[src/include/bri_readout_map.vh]
/*
 * Constants for the barometer readout: bus addresses, command bytes,
 * bit counts and conversion timing.
 * Assumes it is included by bare name from the design files.
 */
`ifndef BRI_READOUT_MAP_VH
`define BRI_READOUT_MAP_VH

// Write and read forms of the target address.
`define BRI_ADDR_WR 8'hee
`define BRI_ADDR_RD 8'hef

// First command byte, all ones.
`define BRI_CMD_PREFIX 8'hff
// Select bytes for the two conversion kinds.
`define BRI_SEL_PRESSURE 8'hf0
`define BRI_SEL_TEMPERATURE 8'he8
// Readback pointer byte.
`define BRI_CMD_READBACK 8'hfd

// Bits in a byte and the index of the last transmitted bit.
`define BRI_BYTE_BITS 4'h8
`define BRI_LAST_TX_BIT 4'h7
// Result layout: high byte goes out first.
`define BRI_HI_MSB 15
`define BRI_HI_LSB 8
`define BRI_LO_MSB 7
`define BRI_LO_LSB 0

// Longest conversion time in milliseconds and master clock rate in Hz.
`define BRI_CONV_MS 35
`define BRI_MCLK_HZ 32768
// Master clock edges in the longest conversion, rounded down.
`define BRI_CONV_EDGES ((`BRI_CONV_MS * `BRI_MCLK_HZ) / 1000)

`endif

[src/hw/bri_conv.v]
/*
 * Conversion sequencer of the barometer readout. It times a conversion
 * in master clock edges and then latches the selected 16-bit sample.
 * Assumes the master clock edge pulse and the clear level come already
 * synchronised to i_clk, and the samples are stable on i_clk.
 */
`timescale 1ns/1ps
`include "bri_readout_map.vh"

module bri_conv #(
    parameter WIDTH = 16,
    parameter CONV_EDGES = `BRI_CONV_EDGES
) (
    input wire i_clk,
    input wire i_resetn,
    input wire i_mclk_rise,
    input wire i_clear_n,
    input wire i_start,
    input wire i_select_temp,
    input wire [WIDTH-1:0] i_pressure_sample,
    input wire [WIDTH-1:0] i_temperature_sample,
    output reg [WIDTH-1:0] o_result,
    output reg o_busy,
    output reg o_power_down
);
    // Index of the last edge, cut to the counter width on purpose.
    localparam integer EDGE_LAST_FULL = CONV_EDGES - 1;
    localparam [11:0] EDGE_LAST = EDGE_LAST_FULL[11:0];

    reg [11:0] edge_count; // Master clock edges seen in this conversion.
    reg select_temp; // Kind of the conversion under way.

    // The sequencer runs only while the clear input is high; low clear
    // holds it in reset but keeps the last result for readback.
    always @(posedge i_clk or negedge i_resetn) begin
        if (!i_resetn) begin
            o_result <= {WIDTH{1'b0}};
            o_busy <= 1'b0;
            o_power_down <= 1'b1;
            edge_count <= 12'h000;
            select_temp <= 1'b0;
        end else if (!i_clear_n) begin
            // Converter held in reset: abort and power down.
            o_busy <= 1'b0;
            o_power_down <= 1'b1;
            edge_count <= 12'h000;
        end else if (!o_busy) begin
            if (i_start) begin
                // Command accepted: wake up and start timing.
                o_busy <= 1'b1;
                o_power_down <= 1'b0;
                edge_count <= 12'h000;
                select_temp <= i_select_temp;
            end else begin
                o_power_down <= 1'b1;
            end
        end else if (i_mclk_rise) begin
            if (edge_count == EDGE_LAST) begin
                // Conversion done: one 16-bit word of either kind.
                o_result <= select_temp ? i_temperature_sample :
                    i_pressure_sample;
                o_busy <= 1'b0;
                o_power_down <= 1'b1;
            end else begin
                edge_count <= edge_count + 12'h001;
            end
        end
    end
endmodule // bri_conv

[src/hw/bri_readout.v]
/*
 * Barometer readout top: an I2C target that accepts conversion
 * commands and returns the 16-bit result, plus the conversion sequencer.
 * Assumes SCL, SDA, the master clock and the clear pin are asynchronous
 * to i_clk; SDA is open drain and resolved outside from o_sda_oe.
 */
`timescale 1ns/1ps
`include "bri_readout_map.vh"

// Behaviour
// - Answer write address ee, read ef.
// - Prefix ff then select f0/e8 starts conversion.
// - Pointer fd, restart, read high then low.
// - Acknowledge address and command bytes low.
// - Shift result bytes out MSB first.
// - Result is one 16-bit word.
// - Clear low holds converter in reset.
// - Power down automatically when idle.
module bri_readout #(
    parameter WIDTH = 16,
    parameter CONV_EDGES = `BRI_CONV_EDGES
) (
    input wire i_clk,
    input wire i_resetn,
    input wire i_scl,
    input wire i_sda,
    input wire i_mclk,
    input wire i_converter_clear_n,
    input wire [WIDTH-1:0] i_pressure_count,
    input wire [WIDTH-1:0] i_temperature_count,
    output reg o_sda_out,
    output reg o_sda_oe,
    output wire o_busy,
    output wire o_power_down
);
    // One-hot states of the bus engine.
    localparam [4:0] S_IDLE = 5'h01; // Not addressed, waits for START.
    localparam [4:0] S_RX = 5'h02; // Receiving a byte.
    localparam [4:0] S_ACK = 5'h04; // Driving our acknowledge.
    localparam [4:0] S_TX = 5'h08; // Sending a result byte.
    localparam [4:0] S_MACK = 5'h10; // Sampling the host acknowledge.

    // Two-stage synchronisers for the four pins, plus one more stage
    // that only the edge detectors read.
    reg [3:0] sync1; // First stage, read by sync2 alone.
    reg [3:0] sync2; // Second stage, safe to use.
    reg [2:0] prev; // Last value of scl, sda, mclk for edge detection.

    wire scl = sync2[0];
    wire sda = sync2[1];
    wire mclk = sync2[2];
    wire clear_n = sync2[3];
    wire scl_rise = scl & ~prev[0];
    wire scl_fall = ~scl & prev[0];
    // START and STOP are SDA edges while SCL stays high.
    wire bus_start = scl & prev[0] & ~sda & prev[1];
    wire bus_stop = scl & prev[0] & sda & ~prev[1];
    // The master clock is sampled like any pin; its edges pace the
    // conversion. It may stop in standby, which only pauses counting.
    wire mclk_rise = mclk & ~prev[2];

    reg [4:0] state; // Bus engine state.
    reg [3:0] bit_count; // Bits received or sent in this byte.
    reg [7:0] shift; // Receive or transmit shift register.
    reg is_addr; // Next complete byte is the address byte.
    reg read_mode; // Addressed for reading.
    reg [1:0] write_index; // Command bytes taken since the address.
    reg prefix_seen; // First command byte was all ones.
    reg select_valid; // A valid select byte waits for STOP.
    reg select_temp; // Stored selection: temperature when set.
    reg low_sent; // The low result byte has been loaded.
    reg host_ack; // Host acknowledged the last result byte.
    reg conv_start; // One-cycle command to the sequencer.

    wire [WIDTH-1:0] result;
    wire conv_busy;

    // Pin synchronisers and edge history.
    always @(posedge i_clk or negedge i_resetn) begin
        if (!i_resetn) begin
            sync1 <= 4'hf;
            sync2 <= 4'hf;
            prev <= 3'h7;
        end else begin
            sync1 <= {i_converter_clear_n, i_mclk, i_sda, i_scl};
            sync2 <= sync1;
            prev <= sync2[2:0];
        end
    end

    // Bus engine. START and STOP win over any bit activity, so a host
    // that aborts mid-byte always leaves the target in a known state.
    always @(posedge i_clk or negedge i_resetn) begin
        if (!i_resetn) begin
            state <= S_IDLE;
            bit_count <= 4'h0;
            shift <= 8'h00;
            is_addr <= 1'b0;
            read_mode <= 1'b0;
            write_index <= 2'h0;
            prefix_seen <= 1'b0;
            select_valid <= 1'b0;
            select_temp <= 1'b0;
            low_sent <= 1'b0;
            host_ack <= 1'b0;
            conv_start <= 1'b0;
            o_sda_out <= 1'b0;
            o_sda_oe <= 1'b0;
        end else begin
            conv_start <= 1'b0;
            o_sda_out <= 1'b0; // Open drain: only ever pulls low.
            if (bus_start) begin
                // START or repeated START: expect an address byte.
                state <= S_RX;
                bit_count <= 4'h0;
                is_addr <= 1'b1;
                write_index <= 2'h0;
                prefix_seen <= 1'b0;
                o_sda_oe <= 1'b0;
            end else if (bus_stop) begin
                // The select is acted on only at STOP, as the sequence
                // is complete only then.
                if (select_valid) begin
                    conv_start <= 1'b1;
                end
                select_valid <= 1'b0;
                state <= S_IDLE;
                o_sda_oe <= 1'b0;
            end else begin
                case (state)
                S_RX: begin
                    if (scl_rise) begin
                        shift <= {shift[6:0], sda};
                        bit_count <= bit_count + 4'h1;
                    end else if (scl_fall &&
                        bit_count == `BRI_BYTE_BITS) begin
                        bit_count <= 4'h0;
                        if (is_addr) begin
                            is_addr <= 1'b0;
                            read_mode <= shift[0];
                            low_sent <= 1'b0;
                            if (shift == `BRI_ADDR_WR ||
                                shift == `BRI_ADDR_RD) begin
                                state <= S_ACK;
                                o_sda_oe <= 1'b1;
                            end else begin
                                // Another target: stay off the bus.
                                state <= S_IDLE;
                            end
                        end else begin
                            write_index <= write_index + 2'h1;
                            if (write_index == 2'h0 &&
                                shift == `BRI_CMD_PREFIX) begin
                                prefix_seen <= 1'b1;
                                state <= S_ACK;
                                o_sda_oe <= 1'b1;
                            end else if (write_index == 2'h0 &&
                                shift == `BRI_CMD_READBACK) begin
                                state <= S_ACK;
                                o_sda_oe <= 1'b1;
                            end else if (write_index == 2'h1 &&
                                prefix_seen &&
                                (shift == `BRI_SEL_PRESSURE ||
                                shift == `BRI_SEL_TEMPERATURE)) begin
                                select_valid <= 1'b1;
                                select_temp <= (shift ==
                                    `BRI_SEL_TEMPERATURE);
                                state <= S_ACK;
                                o_sda_oe <= 1'b1;
                            end else begin
                                // Unknown byte: not acknowledged.
                                state <= S_IDLE;
                            end
                        end
                    end
                end
                S_ACK: begin
                    if (scl_fall) begin
                        bit_count <= 4'h0;
                        if (read_mode) begin
                            // High byte first, MSB on the line at once.
                            shift <= result[`BRI_HI_MSB:`BRI_HI_LSB];
                            o_sda_oe <= ~result[`BRI_HI_MSB];
                            state <= S_TX;
                        end else begin
                            o_sda_oe <= 1'b0;
                            state <= S_RX;
                        end
                    end
                end
                S_TX: begin
                    if (scl_fall) begin
                        if (bit_count == `BRI_LAST_TX_BIT) begin
                            // Byte done: free the line for the host.
                            o_sda_oe <= 1'b0;
                            state <= S_MACK;
                        end else begin
                            bit_count <= bit_count + 4'h1;
                            shift <= {shift[6:0], 1'b0};
                            o_sda_oe <= ~shift[6];
                        end
                    end
                end
                S_MACK: begin
                    if (scl_rise) begin
                        host_ack <= ~sda;
                    end else if (scl_fall) begin
                        bit_count <= 4'h0;
                        if (host_ack && !low_sent) begin
                            // Host took the high byte; send the low.
                            low_sent <= 1'b1;
                            shift <= result[`BRI_LO_MSB:`BRI_LO_LSB];
                            o_sda_oe <= ~result[`BRI_LO_MSB];
                            state <= S_TX;
                        end else begin
                            // No acknowledge, or both bytes sent.
                            state <= S_IDLE;
                        end
                    end
                end
                S_IDLE: begin
                    o_sda_oe <= 1'b0;
                end
                default: begin
                    state <= S_IDLE;
                    o_sda_oe <= 1'b0;
                end
                endcase
            end
        end
    end

    // Conversion sequencer; it holds the last result until replaced.
    bri_conv #(
        .WIDTH(WIDTH),
        .CONV_EDGES(CONV_EDGES)
    ) u_conv (
        .i_clk(i_clk),
        .i_resetn(i_resetn),
        .i_mclk_rise(mclk_rise),
        .i_clear_n(clear_n),
        .i_start(conv_start),
        .i_select_temp(select_temp),
        .i_pressure_sample(i_pressure_count),
        .i_temperature_sample(i_temperature_count),
        .o_result(result),
        .o_busy(conv_busy),
        .o_power_down(o_power_down)
    );

    assign o_busy = conv_busy;
endmodule // bri_readout

[config.mk]
export PLATFORM = sky130hd
export DESIGN_NAME = bri_readout
export DESIGN_NICKNAME = d
export VERILOG_FILES = /design/src/hw/bri_conv.v /design/src/hw/bri_readout.v
export VERILOG_INCLUDE_DIRS = /design/src /design/src/include
export SDC_FILE = /design/constraint.sdc
export NUM_CORES = 1
export LEC_CHECK = 0
export BUFFER_PORTS_ARGS = -buffer_cell sky130_fd_sc_hd__buf_2
export CORE_MARGIN = 2
export CORE_UTILIZATION = 58
export DETAILED_ROUTE_END_ITERATION = 10
export PLACE_DENSITY = 0.81
export SLEW_MARGIN = 5
export SYNTH_ARGS = -nofsm -noshare
export SYNTH_HDL_FRONTEND = slang
export SYNTH_HIERARCHICAL = 1
export SYNTH_SLANG_ARGS = --single-unit
[constraint.sdc]
create_clock -name i_clk -period 2.25 [get_ports i_clk]
set_input_delay 0.1125 -clock i_clk [delete_from_list [all_inputs] [get_ports i_clk]]
set_output_delay 0.1125 -clock i_clk [all_outputs]
set_load 0.1 [all_outputs]
; ---- After elaboration in Yosys (flattened, before gate mapping)
; Cells that the tools add are included.
[op_classes]
add_sub_neg = 3
n_eq_ne = 52
muxes = 103
bitwise = 23
reduce_logical = 35
[ops]
columns = op, count
row1 = two-way mux 8 bit, 8
row2 = two-way mux 12 bit, 5
row3 = two-way mux 1 bit, 54
row4 = two-way mux 5 bit, 10
row5 = == test 8 bit (second input constant), 6
row6 = two-way mux 4 bit, 10
row7 = != test 4 bit (second input constant), 9
row8 = != test 2 bit (second input constant), 16
row9 = one-hot mux 8 bit (4 select lines), 1
row10 = AND reduction 9 bit, 3
row11 = one-hot mux 5 bit (5 select lines), 1
row12 = != test 3 bit (second input constant), 7
row13 = AND reduction 6 bit, 3
row14 = two-way mux 16 bit, 1
row15 = one-hot mux 4 bit (4 select lines), 1
row16 = AND reduction 8 bit, 2
row17 = NOT 1 bit, 15
row18 = nonzero test 2 bit, 7
row19 = adder 12 x 1 -> 12 bit (second input constant), 1
row20 = == test 12 x 11 -> 1 bit (second input constant), 1
row21 = two-way mux 2 bit, 6
row22 = two-way mux 3 bit, 4
row23 = AND reduction 4 bit, 3
row24 = AND reduction 11 bit, 1
row25 = other kinds (26), 41
[word_totals]
reg_bits = 70
input_bits = 38
output_inout_bits = 4
word_cells = 237

; ---- Logic depth before layout (Yosys ltp)
[logic_depth]
word_depth = 12
depth_mapped = 8
ltp_nobuf = 8

; ---- Cells and area by module
; The synthesis kept the hierarchy.
[by_module_without_submodules]
columns = mod, n_inst, cells_per_inst, area_per_inst_um2, seq_area_each_um2
row1 = bri_readout, 1, 206, 2042.0, 991.0
row2 = bri_conv, 1, 159, 1671.6, 777.0

; ---- Worst setup path before layout
; Ideal clock, no wire load.
[synth_path]
path_kind = reg2reg
from = register u_conv.o_busy
to = register u_conv.o_result[11]
setup_ns = 0.119
t_arrival_ns = 2.235
required_time_ns = 2.131
path_slack_ns = -0.104
stages_incl_launch_ff = 8
path_buffers = 3
synth_period_minus_slack_ns = 2.354
path_cell_list = dfrtp_1 > clkbuf_1 > nand3_1 > or4_1 > buf_2 > buf_6 > nand2_1 > o21ai_2
[synth_via]
elab_chain_len = 1
[synth_lines]
columns = element, line
row1 = "start, declared", bri_conv.v:23  ; output reg o_busy,
row2 = "start signal, assigned", bri_conv.v:38  ; o_busy <= 1'b0;
row3 = "start signal, assigned", bri_conv.v:44  ; o_busy <= 1'b0;
row4 = "start signal, assigned", bri_conv.v:50  ; o_busy <= 1'b1;
row5 = AND reduction 4 bit (no source line), -
row6 = "end signal, assigned", bri_conv.v:37  ; o_result <= {WIDTH{1'b0}};
row7 = "end signal, assigned", bri_conv.v:60  ; o_result <= select_temp ? i_temperature_sample :
row8 = "end, declared", bri_conv.v:22  ; output reg [WIDTH-1:0] o_result,
; Every way passes these cells.
; A chain may end at the register's enable or synchronous reset.

; ---- Final worst setup path
[layout_path]
from = register state[2]
to = register shift[7]
[layout_via]
elab_chain_len = 3
elab_cells_between_ends = 15
cone_classes = 12 x eq/ne / 1 x mux / 2 x reduce/logical
[layout_lines]
columns = element, line
row1 = "start, declared", bri_readout.v:62  ; reg [4:0] state;
row2 = "start signal, assigned", bri_readout.v:95  ; state <= S_IDLE;
row3 = "start signal, assigned", bri_readout.v:114  ; state <= S_RX;
row4 = "start signal, assigned", bri_readout.v:127  ; state <= S_IDLE;
row5 = "== test 5 bit, or another cell as far along", bri_readout.v:130  ; case (state)
row6 = nonzero test 4 bit (no source line) or != test 2 bit (tied branches), -
row7 = AND reduction 11 bit (no source line), -
row8 = "end signal, assigned", bri_readout.v:133  ; shift <= {shift[6:0], sda};
row9 = "end signal, assigned", bri_readout.v:182  ; shift <= result[`BRI_HI_MSB:`BRI_HI_LSB];
row10 = "end signal, assigned", bri_readout.v:199  ; shift <= {shift[6:0], 1'b0};
row11 = "end, declared", bri_readout.v:64  ; reg [7:0] shift;
; Several ways; a longest one is shown, not always the timed one.

==> metrics.cfg <==
[clocking]
cts_root_buf=clkbuf_8
cts_made_buffers=9
h-tree-depth=3
path_clk_slew_ns=0.07
cts_tree=done
cts_buffer_depth=2
clk_latency_ns=0.34
post-cts-setup-buffer-count=0
cts.sinks=70

[global_route]
grt_overflow=0
grt_pass1_wl_um=14000
grt_max_degree=48
track_usage_pct=24.6
antenna_found_initial=0
grt_pass1_vias=3011

[sta]
fin_crit_ns=2.11
setup_violations=0
hold_violations=0
tightestPinTransition_ns=0.578
timing.slew.headroom_pct=61.1
finalSetupTns_ns=0
whs_ns=0.0357
drv_slew=0
period_share_pct=93.8
clock_skew_ns=0.00831
fmax_ghz=0.474

[finish]
drive_above_1_share_pct=29.7
num_antenna_cells=0
nFillCells=495
syn_to_final_growth_pct=17.8
nets=474
final_util_pct=69.7
final_area_um2=4380

[drt]
first_pass_iters=5
vias_per_cell=5.82
totalWireLength_um=7830
route.vias.total=2982
wl_per_cell_um=15.3
route.detailed.drc=0
drt_iter0_markers=205
ant_nets=0

[placement]
place_congestion=0.941
placed_area_um2=4120
portBuffers=40
place_hpwl_um=5730

[die]
die-area_um2=7060
die_height_um=84.0
die_w_um=84.0
initial_core_util_pct=59.2
fp.coreArea_um2=6280
ios=42
fp-row-count=29

[worst_setup_path]
worstSetupPathType=flip-flop to flip-flop
cp-startpoint=state[2]
r2r_slack_ns=0.14
path_max_fanout=8
critPathArrivalTime_ns=2.33
regToRegStartpoint=state[2]
cp-start-kind=flip-flop
endpoint_kind=flip-flop
required_ns=2.47

[logic_synthesis]
async_reset_ff_share_pct=100
avgSynthCellArea_um2=10.2
synth-edff-count=0
yosysWarnings=6
ys_ff_latch=70
netlist_instances=365
synthesis.area_um2=3710
ys.flop_type=dfrtp_1
synth_nets=409
ys_seq_area_share_pct=47.6
ys_types=62

[flow_run]
drv_cap=0

[status]
status=completed

[min_path]
hold_path.class=primary input to flip-flop
hold_start=i_pressure_count[8]

[power_and_ir_drop]
ir_worst_vdd_v=0.000415
powerDensity_nw_per_um2=569
finalPower_w=0.00249
total_leakage_power_nw=2.00

worst paths after layout:
check / cells past startpoint / endpoint
min in group asynchronous: 2 / bit_count[2]
max reg2reg: 7 / shift[7]
max: 7 / shift[7]
min: 3 / u_conv/o_result[8]
max in group asynchronous: 3 / u_conv/o_power_down
min reg2reg: 0 / sync2[1]
layout make-up:
type / instances / area, um^2 / share of cell area [%]
Multi-Input combinational cell: 273 / 1830 / 41.9
Sequential cell: 70 / 1770 / 40.4
Timing Repair Buffer: 66 / 445 / 10.2
Clock buffer: 12 / 145 / 3.32
Tap cell: 77 / 96.3 / 2.20
Clock inverter: 4 / 47.5 / 1.09
Inverter: 10 / 37.5 / 0.858
critical path, stage by stage (launching register included):
cell and delay [ns]:
dfrtp_1 0.43, xor2_1 0.21, o211ai_1 0.18, and2_1 0.22, or2_4 0.25, nor3_4 0.23
buf_12 0.15, mux2_2 0.33
cells by family (layout without fill, tap and decap cells):
logic type	count (synthesis)	in the layout	synth area share, %
flops	70	70	47.6
xor+xnor	3	3	0.708
buf+inv	22	92	3.40
simple gates	139	139	19.5
fa+ha+maj	6	6	2.02
mux	32	32	9.03
other cells	1	1	0.101
compound gates	92	92	17.6
cells in the mapped netlist, types with 5 or more instances:
| master | instances | share of area [%] |
|---|---|---|
| a21o_1 | 7 | 1.4 |
| a21oi_1 | 10 | 1.3 |
| a22oi_1 | 8 | 1.6 |
| and2_1 | 6 | 1.0 |
| and3_1 | 6 | 1.0 |
| dfrtp_1 | 57 | 38 |
| dfstp_2 | 13 | 9.2 |
| ha_1 | 6 | 2.0 |
| inv_1 | 10 | 1.0 |
| mux2_2 | 12 | 3.6 |
| mux2i_1 | 20 | 5.4 |
| nand2_1 | 45 | 4.5 |
| nand2b_1 | 6 | 1.0 |
| nand3_1 | 13 | 1.8 |
| nand4_1 | 5 | 0.84 |
| nor2_1 | 23 | 2.3 |
| nor3_1 | 7 | 0.94 |
| o21ai_0 | 15 | 2.0 |
| o21ai_2 | 14 | 3.3 |
| o31ai_1 | 7 | 1.4 |
per-stage QoR:
step	instances	worst slack [ns]
after floorplan	365	0.155
after global placement	491	0.0982
after detailed placement	491	0.0918
after CTS	512	0.0636
after global routing	512	-0.00263
final	512	0.140
cells in the final DEF (no fill, tap or decap), types with 6 or more instances in the layout:
cell      instances
and3_1            6
a22oi_1           8
clkbuf_8         10
o21ai_0          14
nand2b_1          6
nand2_1          45
o21ai_2          14
dfstp_2          13
ha_1              6
mux2i_1          20
nand3_1          13
o31ai_1           7
buf_2            40
and2_1            6
nor3_1            6
mux2_2           12
inv_1            10
nor2_1           23
dfrtp_1          56
a21o_1            7
buf_4            18
a21oi_1          10
power breakdown:
part           leakage, nW  switching [W]  internal (W)
Sequential           0.843      0.0000263       0.00129
Combinational         1.06      0.0000973     0.0000865
Clock               0.0964       0.000450      0.000539
Total                 2.00       0.000574       0.00192
per-layer routing:
metal | wire length, um | track usage (%) | share of wire, % | up-vias
met4 | 108 | 9.24 | 1.4 | 0
met3 | 451 | 5.84 | 5.8 | 12
met5 | 0 | 0 | 0 | -
met1 | 3580 | 32.5 | 46 | 1397
met2 | 3700 | 39.6 | 47 | 105
li1 | - | - | - | 1468
state kept, by name, indices dropped and copies added (netlist names), 2 cells and up:
register / count
bit_count: 4
prev: 3
shift: 8
state: 5
sync1: 4
sync2: 4
u_conv/edge_count: 12
u_conv/o_result: 16
write_index: 2
repair_timing:
action	4_1_cts	5_1_grt
endpoints found under the hold margin	17	0
gates resized for setup	0	4
hold buffers	5	0
endpoints found under the setup margin	0	25
Power figures use the tool's default switching activity.
